===== src/design/pps_pkg.sv =====
// Package for the port PHY status and cable diagnostic register bank.
// Assumes a 16-bit register port addressed by a bank number and an even byte offset.
package pps_pkg;

    // Bank numbers that this block answers to.
    localparam logic [5:0] BANK_P1_PHY = 6'h31;
    localparam logic [5:0] BANK_P2_CTL = 6'h32;
    localparam logic [5:0] BANK_P2_PHY = 6'h33;

    // Offsets inside a bank.
    localparam logic [3:0] OFF_STATUS  = 4'h4;
    localparam logic [3:0] OFF_DIAG    = 4'h0;
    localparam logic [3:0] OFF_CTL_MAX = 4'ha;
    localparam int         NUM_CTL     = 6;
    localparam int         ADDR_W      = 10;
    localparam int         DATA_W      = 16;

    // First port status word bit positions.
    localparam int ST_XSEL = 15;
    localparam int ST_POL  = 13;
    localparam int ST_RXFC = 12;
    localparam int ST_TXFC = 11;
    localparam int ST_SPD  = 10;
    localparam int ST_DPX  = 9;
    localparam int ST_FEF  = 8;
    localparam int ST_MDIX = 7;
    localparam int ST_LINK = 5;
    localparam int ST_ABIL = 0;
    localparam int ABIL_W  = 5;

    // Second port diagnostic word bit positions.
    localparam int DG_SHORT = 15;
    localparam int DG_RES   = 13;
    localparam int DG_EN    = 12;
    localparam int DG_FORCE = 11;
    localparam int DG_PWR   = 10;
    localparam int DG_LOOP  = 9;
    localparam int DG_CNT   = 0;
    localparam int CNT_W    = 9;

    // Cable test result codes.
    localparam logic [1:0] RES_NORMAL = 2'h0;
    localparam logic [1:0] RES_OPEN   = 2'h1;
    localparam logic [1:0] RES_SHORT  = 2'h2;
    localparam logic [1:0] RES_FAILED = 2'h3;

    // Reset values.
    localparam logic              XSEL_RST  = 1'h1;
    localparam logic              PWR_RST   = 1'h1;
    localparam logic              FORCE_RST = 1'h0;
    localparam logic              LOOP_RST  = 1'h0;
    localparam logic [DATA_W-1:0] CTL_RST   = 16'h0000;
    localparam logic [DATA_W-1:0] ZERO_WORD = 16'h0000;

    // Cable test sequencer states.
    typedef enum logic [1:0] {
        PPS_IDLE = 2'h0,
        PPS_RUN  = 2'h1
    } pps_cdt_e;

endpackage


===== src/design/pps_rw_word.sv =====
// One plain read/write register word with a load strobe.
// Assumes the caller decodes the address and presents a one-cycle write strobe.
`timescale 1ns/100ps
module pps_rw_word #(
    parameter logic [15:0] RST_VAL = 16'h0000
) (
    input  wire logic        clk,     // System clock.
    input  wire logic        rst_n,   // Asynchronous reset, active low.
    input  wire logic        we,      // Load strobe.
    input  wire logic [15:0] wdata,   // Value to load.
    output logic      [15:0] q        // Stored word.
);

    // The word loads on its strobe and holds otherwise.
    always_ff @(posedge clk or negedge rst_n) begin
        if (!rst_n) begin
            q <= RST_VAL;
        end else if (we) begin
            q <= wdata;
        end
    end

endmodule


===== src/design/pps_port_phy_regs.sv =====
// Port PHY status, second port control words and cable diagnostic control.
// Assumes PHY status and cable test answers arrive asynchronously on pins,
// and a register master that never issues read and write together.
//
// The implementer's own choice: strobed register access.
`timescale 1ns/100ps
module pps_port_phy_regs (
    input  wire logic        clk,                        // System clock, 100 MHz.
    input  wire logic        rst_n,                      // Asynchronous reset, active low.
    input  wire logic [9:0]  addr,                       // Bank in 9:4, byte offset in 3:0.
    input  wire logic [15:0] wdata,                      // Write data.
    input  wire logic        wr,                         // Write strobe.
    input  wire logic        rd,                         // Read strobe.
    output logic      [15:0] rdata,                      // Read data, cycle after rd.
    input  wire logic        p1_polarity_rev,            // Receive pair reversed.
    input  wire logic        p1_rx_pause,                // Receive pause active.
    input  wire logic        p1_tx_pause,                // Transmit pause active.
    input  wire logic        p1_speed_100,               // Resolved 100 Mbps.
    input  wire logic        p1_full_duplex,             // Resolved full duplex.
    input  wire logic        p1_far_end_fault,           // Far end fault seen.
    input  wire logic        p1_mdix,                    // Crossed wiring in use.
    input  wire logic        p1_link_good,               // Link established.
    input  wire logic [4:0]  p1_partner_abil,            // Partner abilities.
    input  wire logic        p2_cable_done,              // Cable test finished, level.
    input  wire logic [1:0]  p2_cable_result,            // Cable test result code.
    input  wire logic        p2_cable_near_short,        // Short closer than 10 m.
    input  wire logic [8:0]  p2_fault_count,             // Distance to fault.
    output logic             crossover_algorithm_select, // Crossover scheme select.
    output logic             p2_cable_test_start,        // One-cycle test start.
    output logic             p2_force_link,              // Force link pass.
    output logic             p2_pwrsave_disable,         // Power saving disabled.
    output logic             p2_near_loopback,           // Near end loopback.
    output logic      [15:0] p2_control_one,             // Control word at 0x0.
    output logic      [15:0] p2_control_two,             // Control word at 0x2.
    output logic      [15:0] p2_vlan_id_control,         // VLAN word at 0x4.
    output logic      [15:0] p2_control_three,           // Control word at 0x6.
    output logic      [15:0] p2_ingress_rate,            // Ingress rate at 0x8.
    output logic      [15:0] p2_egress_rate              // Egress rate at 0xa.
);

    localparam int EXT_W  = 26;
    localparam int X_DONE = 12;
    localparam int X_RES  = 10;
    localparam int X_SHRT = 9;
    localparam int X_POL  = 25;
    localparam int X_RXFC = 24;
    localparam int X_TXFC = 23;
    localparam int X_SPD  = 22;
    localparam int X_DPX  = 21;
    localparam int X_FEF  = 20;
    localparam int X_MDIX = 19;
    localparam int X_LINK = 18;
    localparam int X_ABIL = 13;

    logic [EXT_W-1:0]  ext_meta_reg;
    logic [EXT_W-1:0]  ext_sync_reg;
    logic              done_prev_reg;
    logic              done_rise;
    logic [5:0]        bank;
    logic [3:0]        offs;
    logic              hit_status;
    logic              hit_diag;
    logic              hit_ctl;
    logic              wr_diag;
    logic              cdt_go;
    logic [2:0]        ctl_idx;
    logic [pps_pkg::NUM_CTL-1:0] ctl_we;
    logic [15:0]       ctl_q [pps_pkg::NUM_CTL];
    logic              xsel_reg;
    logic              force_reg;
    logic              pwr_reg;
    logic              loop_reg;
    logic              start_reg;
    logic              short_reg;
    logic [1:0]        res_reg;
    logic [8:0]        cnt_reg;
    logic [15:0]       rdata_reg;
    logic [15:0]       rdata_next;
    logic [15:0]       status_word;
    logic [15:0]       diag_word;
    pps_pkg::pps_cdt_e state_reg;

    // Every pin input passes two flip-flops; the first stage feeds only the second.
    always_ff @(posedge clk or negedge rst_n) begin
        if (!rst_n) begin
            ext_meta_reg <= '0;
            ext_sync_reg <= '0;
        end else begin
            ext_meta_reg <= {p1_polarity_rev, p1_rx_pause, p1_tx_pause, p1_speed_100,
                             p1_full_duplex, p1_far_end_fault, p1_mdix, p1_link_good,
                             p1_partner_abil, p2_cable_done, p2_cable_result,
                             p2_cable_near_short, p2_fault_count};
            ext_sync_reg <= ext_meta_reg;
        end
    end

    // Edge detect on the synchronised done level.
    always_ff @(posedge clk or negedge rst_n) begin
        if (!rst_n) begin
            done_prev_reg <= 1'h0;
        end else begin
            done_prev_reg <= ext_sync_reg[X_DONE];
        end
    end
    assign done_rise = ext_sync_reg[X_DONE] & ~done_prev_reg;

    // Address decode; odd offsets and other banks are unmapped.
    assign bank       = addr[9:4];
    assign offs       = addr[3:0];
    assign hit_status = (bank == pps_pkg::BANK_P1_PHY) && (offs == pps_pkg::OFF_STATUS);
    assign hit_diag   = (bank == pps_pkg::BANK_P2_PHY) && (offs == pps_pkg::OFF_DIAG);
    assign hit_ctl    = (bank == pps_pkg::BANK_P2_CTL) && !offs[0]
                        && (offs <= pps_pkg::OFF_CTL_MAX);
    assign ctl_idx    = offs[3:1];
    assign wr_diag    = wr && hit_diag;
    assign cdt_go     = wr_diag && wdata[pps_pkg::DG_EN] && (state_reg == pps_pkg::PPS_IDLE);

    // Second port control words share one storage module each.
    genvar gi;
    generate
        for (gi = 0; gi < pps_pkg::NUM_CTL; gi++) begin : g_ctl
            assign ctl_we[gi] = wr && hit_ctl && (ctl_idx == 3'(gi));
            pps_rw_word #(
                .RST_VAL (pps_pkg::CTL_RST)
            ) u_word (
                .clk   (clk),
                .rst_n (rst_n),
                .we    (ctl_we[gi]),
                .wdata (wdata),
                .q     (ctl_q[gi])
            );
        end
    endgenerate

    // Only bit 15 of the status word is writable; the rest ignore writes.
    always_ff @(posedge clk or negedge rst_n) begin
        if (!rst_n) begin
            xsel_reg <= pps_pkg::XSEL_RST;
        end else if (wr && hit_status) begin
            xsel_reg <= wdata[pps_pkg::ST_XSEL];
        end
    end

    // Plain control bits of the diagnostic word.
    always_ff @(posedge clk or negedge rst_n) begin
        if (!rst_n) begin
            force_reg <= pps_pkg::FORCE_RST;
            pwr_reg   <= pps_pkg::PWR_RST;
            loop_reg  <= pps_pkg::LOOP_RST;
        end else if (wr_diag) begin
            force_reg <= wdata[pps_pkg::DG_FORCE];
            pwr_reg   <= wdata[pps_pkg::DG_PWR];
            loop_reg  <= wdata[pps_pkg::DG_LOOP];
        end
    end

    // Test sequencer; the enable bit reads one while running and a zero write
    // cannot abort a test, since the analog side has no cancel.
    always_ff @(posedge clk or negedge rst_n) begin
        if (!rst_n) begin
            state_reg <= pps_pkg::PPS_IDLE;
        end else begin
            case (state_reg)
                pps_pkg::PPS_IDLE: begin
                    if (cdt_go) begin
                        state_reg <= pps_pkg::PPS_RUN;
                    end
                end
                pps_pkg::PPS_RUN: begin
                    if (done_rise) begin
                        state_reg <= pps_pkg::PPS_IDLE;
                    end
                end
                default: begin
                    state_reg <= pps_pkg::PPS_IDLE;
                end
            endcase
        end
    end

    // Start pulse to the cable tester, one cycle long.
    always_ff @(posedge clk or negedge rst_n) begin
        if (!rst_n) begin
            start_reg <= 1'h0;
        end else begin
            start_reg <= cdt_go;
        end
    end

    // Results are captured together with the finish, so a read sees them consistent.
    always_ff @(posedge clk or negedge rst_n) begin
        if (!rst_n) begin
            short_reg <= 1'h0;
            res_reg   <= pps_pkg::RES_NORMAL;
            cnt_reg   <= '0;
        end else if ((state_reg == pps_pkg::PPS_RUN) && done_rise) begin
            short_reg <= ext_sync_reg[X_SHRT];
            res_reg   <= ext_sync_reg[X_RES +: 2];
            cnt_reg   <= ext_sync_reg[pps_pkg::CNT_W-1:0];
        end
    end

    // Status word; reserved positions 14 and 6 stay zero.
    always_comb begin
        status_word                  = pps_pkg::ZERO_WORD;
        status_word[pps_pkg::ST_XSEL] = xsel_reg;
        status_word[pps_pkg::ST_POL]  = ext_sync_reg[X_POL];
        status_word[pps_pkg::ST_RXFC] = ext_sync_reg[X_RXFC];
        status_word[pps_pkg::ST_TXFC] = ext_sync_reg[X_TXFC];
        status_word[pps_pkg::ST_SPD]  = ext_sync_reg[X_SPD];
        status_word[pps_pkg::ST_DPX]  = ext_sync_reg[X_DPX];
        status_word[pps_pkg::ST_FEF]  = ext_sync_reg[X_FEF];
        status_word[pps_pkg::ST_MDIX] = ext_sync_reg[X_MDIX];
        status_word[pps_pkg::ST_LINK] = ext_sync_reg[X_LINK];
        status_word[pps_pkg::ST_ABIL +: pps_pkg::ABIL_W] =
            ext_sync_reg[X_ABIL +: pps_pkg::ABIL_W];
    end

    // Diagnostic word as software sees it.
    always_comb begin
        diag_word                                 = pps_pkg::ZERO_WORD;
        diag_word[pps_pkg::DG_SHORT]              = short_reg;
        diag_word[pps_pkg::DG_RES +: 2]           = res_reg;
        diag_word[pps_pkg::DG_EN]                 = (state_reg == pps_pkg::PPS_RUN);
        diag_word[pps_pkg::DG_FORCE]              = force_reg;
        diag_word[pps_pkg::DG_PWR]                = pwr_reg;
        diag_word[pps_pkg::DG_LOOP]               = loop_reg;
        diag_word[pps_pkg::DG_CNT +: pps_pkg::CNT_W] = cnt_reg;
    end

    // Read multiplexer; unmapped reads and idle cycles give zero.
    always_comb begin
        rdata_next = pps_pkg::ZERO_WORD;
        if (rd) begin
            if (hit_status) begin
                rdata_next = status_word;
            end else if (hit_diag) begin
                rdata_next = diag_word;
            end else if (hit_ctl && (ctl_idx < 3'(pps_pkg::NUM_CTL))) begin
                rdata_next = ctl_q[ctl_idx];
            end
        end
    end

    // Read data register, valid only in the cycle after the strobe.
    always_ff @(posedge clk or negedge rst_n) begin
        if (!rst_n) begin
            rdata_reg <= pps_pkg::ZERO_WORD;
        end else begin
            rdata_reg <= rdata_next;
        end
    end

    assign rdata                      = rdata_reg;
    assign crossover_algorithm_select = xsel_reg;
    assign p2_cable_test_start        = start_reg;
    assign p2_force_link              = force_reg;
    assign p2_pwrsave_disable         = pwr_reg;
    assign p2_near_loopback           = loop_reg;
    assign p2_control_one             = ctl_q[0];
    assign p2_control_two             = ctl_q[1];
    assign p2_vlan_id_control         = ctl_q[2];
    assign p2_control_three           = ctl_q[3];
    assign p2_ingress_rate            = ctl_q[4];
    assign p2_egress_rate             = ctl_q[5];
endmodule


===== config.mk =====
export PLATFORM = sky130hd
export DESIGN_NAME = pps_port_phy_regs
export DESIGN_NICKNAME = d
export VERILOG_FILES = /design/src/design/pps_pkg.sv /design/src/design/pps_rw_word.sv /design/src/design/pps_port_phy_regs.sv
export SDC_FILE = /design/constraint.sdc
export NUM_CORES = 1
export LEC_CHECK = 0
export BUFFER_PORTS_ARGS = -buffer_cell sky130_fd_sc_hd__buf_4
export CAP_MARGIN = 20
export CORE_ASPECT_RATIO = 0.7
export CORE_MARGIN = 1.5
export CORE_UTILIZATION = 30
export DETAILED_ROUTE_END_ITERATION = 8
export SYNTH_ARGS = -nofsm -noshare
export SYNTH_HDL_FRONTEND = slang
export SYNTH_SLANG_ARGS = --single-unit

===== constraint.sdc =====
create_clock -name clk -period 3.2 [get_ports clk]
set_input_delay 0.16 -clock clk [delete_from_list [all_inputs] [get_ports clk]]
set_output_delay 0.16 -clock clk [all_outputs]
set_load 0.05 [all_outputs]

After elaboration in Yosys (flattened, before gate mapping)
Cells that the tools add are included.
{"block": "op_classes", "magnitude_cmp": 3, "n_eq_ne": 12, "muxes": 10, "bitwise_logic": 3, "reduce_logical": 22}
{"op": "$mux W16", "n": 6}
{"op": "$bmux W16 S3", "n": 1}
{"op": "$eq A6 B6 Y1 const B", "n": 3}
{"op": "$logic_and A1 B1 Y1", "n": 17}
{"op": "$eq A3 B2 Y1 const B", "n": 2}
{"op": "$eq A3 B3 Y1 const B", "n": 2}
{"op": "$eq A4 B3 Y1 const B", "n": 1}
{"op": "$ge A4 B4 Y1 const B", "n": 1}
{"op": "$le A4 B4 Y1 const B", "n": 1}
{"op": "$logic_not A4 Y1", "n": 1}
{"op": "$mux W2", "n": 2}
{"op": "$ne A2 B2 Y1 const B", "n": 2}
{"op": "$not A3 Y4", "n": 1}
{"op": "$pmux W2 S2", "n": 1}
{"op": "$eq A3 B1 Y1 const B", "n": 1}
{"op": "$logic_not A3 Y1", "n": 1}
{"op": "$lt A3 B3 Y1 const B", "n": 1}
{"op": "$eq A2 B1 Y1 const B", "n": 1}
{"op": "$logic_not A2 Y1", "n": 1}
{"op": "$reduce_and A2 Y1", "n": 1}
{"op": "$and A1 B1 Y1", "n": 1}
{"op": "$logic_not A1 Y1", "n": 1}
{"op": "$not A1 Y1", "n": 1}
{"block": "word_totals", "reg_bits": 184, "input_bits": 56, "output_inout_bits": 117, "wordCells": 69}

Depth between registers and ports, before layout
{"block": "logic_depth", "word_depth": 8, "ltp_mapped": 7, "mapped_depth_nobuf": 4}

Cells and area by module
From an unflattened synthesis, not the netlist that was laid out.
{"block": "hier_totals", "cells_unflattened": 499, "area_unflattened_um2": 7557.2}
{"module": "pps_rw_word", "n_inst": 6, "cells_each": 34, "area_per_inst_um2": 649.4, "seq_area_each_um2": 400.4}
{"module": "pps_port_phy_regs", "n_inst": 1, "cells_each": 295, "area_per_inst_um2": 3661.0, "seq_area_each_um2": 2179.6}

Least setup slack after synthesis
Ideal clock, no wire load.
{"block": "synth_timing", "path_type": "in2reg", "from": "input addr[7]", "to": "register g_ctl[3].u_word.q[10]", "setup_time_ns": 0.125, "arrival_time_ns": 1.616, "required_ns": 3.075, "path_slack_ns": 1.459, "stages": 6, "path_buffers": 2, "cell_sequence": "or3b_4 -> nor4_4 -> and4_1 -> buf_4 -> buf_6 -> mux2_2"}
{"block": "synth_via", "elab_chain_len": 5}
{"item": "from (decl)", "line_no": "pps_port_phy_regs.sv:10", "rtl": "input wire logic [9:0] addr,"}
{"item": "$eq A6 B6 Y1", "line_no": "pps_port_phy_regs.sv:112", "rtl": "assign hit_ctl = (bank == pps_pkg::BANK_P2_CTL) && !offs[0]"}
{"item": "$logic_and A1 B1 Y1", "line_no": "pps_port_phy_regs.sv:112"}
{"item": "$logic_and A1 B1 Y1", "line_no": "pps_port_phy_regs.sv:113", "rtl": "&& (offs <= pps_pkg::OFF_CTL_MAX);"}
{"item": "$logic_and A1 B1 Y1 (2 in series)", "line_no": "pps_port_phy_regs.sv:122", "rtl": "assign ctl_we[gi] = wr && hit_ctl && (ctl_idx == 3'(gi));"}
{"item": "to (signal assigned)", "line_no": "pps_rw_word.sv:19", "rtl": "q <= wdata;"}
{"item": "to (decl)", "line_no": "pps_rw_word.sv:11", "rtl": "output logic [15:0] q"}
No other way between the ends.
A chain may end at the register's enable or synchronous reset.

Worst setup path in the final report
{"block": "layout_timing", "from": "input addr[7]", "to": "register g_ctl[3].u_word.q[1]"}
Same word-level chain as after synthesis.

==> run metrics <==
RSZ-0062 raised after global routing no; area fraction in compound gates after synthesis 5.76%; clock skew 0.00914 ns; Critical R2R Launch g_ctl[3].u_word.q[6]$_DFFE_PN0P_; Post-Route WL 20.5 mm; clock sink count 183; Min Clock Period, post-route 1.94 ns; Design Area, Final 10,000 um^2; R2R cell count 4; CP Capture Point g_ctl[3].u_word.q[1]$_DFFE_PN0P_; H-tree lvl count 4; synthesized cell area 7430 um^2; vias in the first global route 5,018; WL/cell 19.6 um; Slew @ Worst Pin 0.901 ns; post-synth cell types 35; clock buffer depth 2; crit path kind in2reg; simple-gate area share of the yosys netlist 6.84%; most frequent cells in the layout dfrtp_1 (181), buf_4 (179), mux2_2 (82), dlygate4sd3_1 (37); drc violations 0; clock share of power 44.3%; Die Width 191 um; TNS Setup 0 ns; Total Routing Usage GR 16.4%; HP Class in2reg; root buf cell clkbuf_16; WP data arrival 2.25 ns; RR Endpoint rdata[6]$_DFF_PN0_; most frequent CP cell buf_4; most common cell after layout, fill and taps aside dfrtp_1; Syn-to-layout area delta 34.6%; count of input and output buffers 172; crit-path max cell delay 0.58 ns; FP Rows 47; starting DRC count in detailed routing 194; FILL cells 2,259; largest net degree at the start of global routing 83; adder-cell share of the synthesized area 0%; die footprint 25,700 um^2; CP startpoint kind primary input; share of cells above drive strength 1 46.2%; yosys warns 0; Sw Ratio 23.8%; f_max 516 MHz; Seq cells post-synth 183; initial antenna violation count 0; clk slew on worst S/H paths 0.07 ns; crit end category flop; cell count after synthesis 508; final net count 771; post-synthesis sequential area ratio 61.6%; Vert. Die Dim 135 um; router iterations before antenna repair 4; I/O Pins 173; Max-Cap Viols 0; largest family of logic cells by synthesized area multiplexers; Syn Nets 564; Vias/cell 4.81; Int Power 3780 uW; part of the power in combinational logic 7.3%; Worst path slowest cell nor4_4; CTS tree done; synthesized area per cell 14.6 um^2; R2R Setup Slk 1.62 ns; Congestion Overflow GR 0; placeable core area 24,000 um^2; worst vdd ir 0.356 mV; Pwr per Cell Area 496 nW/um^2; DP Area 9020 um^2; final slew viol count 0; crit-path cells buf_4, or3b_4, nor4_4, and4_1, buf_4, mux2_2; critical path startpoint addr[7]; CTS buffer count 17; crit share post-route 60.5%; first-pass GRT wire length 30.6 mm; GPL Wtd Cong 0.763; Max-slew headroom 39.9%; switching pwr 1180 uW; Synth Area in XOR/XNOR 0%; Setup violations, final 0; worst skew pair latency 0.43 ns; Lkg Pwr 0.00497 uW; largest fanout on the critical path 16; vias 5,031; post-DP HPWL 13.9 mm; ANT nets after route 0; max reg flops 96; Seq pwr share 48.4%; final hold vios 0; Starting Density 31.0%; status finished, final reports clean; CP required 3.52 ns; mux cell area share after synthesis 23.1%
synthesized netlist by cell type:
master,instances,area share (%)
nand3b_4,1,0.27
mux2i_1,30,4.0
o21ai_1,2,0.13
nand4bb_1,1,0.15
nor2b_1,5,0.42
buf_2,6,0.40
o22ai_1,14,1.2
or3b_4,1,0.15
nor2_1,3,0.15
and3_1,1,0.084
buf_6,8,1.2
o21ai_0,28,1.9
nand2b_1,18,1.5
dfstp_2,2,0.71
nand4_2,1,0.17
a211oi_1,2,0.20
mux2_4,30,6.1
a21oi_1,16,1.1
clkbuf_1,12,0.61
mux2_2,82,12
buf_1,2,0.10
nor4b_4,1,0.32
o21a_1,1,0.10
or2_2,1,0.084
dfrtp_1,181,61
or4_1,1,0.10
nand2_1,18,0.91
nor4_4,1,0.29
nand3_4,2,0.47
inv_1,2,0.10
a31oi_1,14,1.2
buf_4,2,0.20
nand3b_1,15,1.5
mux4_2,2,0.61
and4_1,2,0.24
per-stage QoR:
step	utilization, %	hold slack, ns	worst slack [ns]	std cells	power, uW
floorplan	-	-0.136	1.46	508	2590
global placement	37.6	0.167	0.845	977	2780
detailed placement	37.6	0.167	0.809	977	2780
CTS	41.7	0.00405	1.27	1046	5040
global route	41.7	0.00620	1.16	1046	5150
finish	41.7	0.0282	1.26	1047	4960
worst min-delay path by stage:
stage,from,endpoint,slack (ns),cells after the start
after global routing,wdata[10],g_ctl[0].u_word.q[10]$_DFFE_PN0P_,0.006,2
after global placement,rst_n,ext_meta_reg[21]$_DFF_PN0_,0.17,1
final,wdata[10],g_ctl[2].u_word.q[10]$_DFFE_PN0P_,0.03,2
after detailed placement,rst_n,ext_meta_reg[21]$_DFF_PN0_,0.17,1
after CTS,wdata[10],g_ctl[2].u_word.q[10]$_DFFE_PN0P_,0.004,2
after floorplan,rst_n,cnt_reg[0]$_DFFE_PN0P_,-0.14,0
critical path, delay by kind of cell:
kind | cells | cell delay [ns]
buffers and inverters | 2 | 0.41
and+or+nand+nor | 3 | 1.29
muxes | 1 | 0.38
logic make-up after synthesis:
kind of cell    count (synthesis)
flops                         183
buf+inv                        32
mux                           144
compound gates                 77
simple gates                   72
power groups by stage:
stage / clock (uW) / sequential, uW / combinational [uW]
after floorplan: 0 / 2500 / 89.7
after global placement: 0 / 2450 / 330
after detailed placement: 0 / 2450 / 332
after CTS: 2270 / 2400 / 368
after global routing: 2360 / 2410 / 391
final: 2200 / 2400 / 363
area by class of cell:
type	count	area, um^2	area share (%)
sequential	183	4580	45.8
multi-input combinational	293	2660	26.5
timing repair buffer	218	1750	17.5
clock buffer	19	443	4.43
tap	318	398	3.98
clock inverter	13	171	1.71
inverter	2	7.51	0.0750
antenna	1	2.50	0.0250
per-layer routing:
| layer | vias to the layer above | global-route usage [%] | share of wire, % |
|---|---|---|---|
| li1 | 2237 | - | - |
| met1 | 2610 | 23.9 | 49 |
| met2 | 167 | 24.3 | 44 |
| met3 | 17 | 3.77 | 5.9 |
| met4 | 0 | 4.47 | 1.3 |
| met5 | - | 0 | 0 |
timing repair:
item | CTS | global route
setup buffers | 0 | 0
endpoints found under the hold margin | 131 | 0
hold buffers | 37 | 0
resized for setup | 0 | 0
Note: power is estimated with default switching activity, not from simulation.
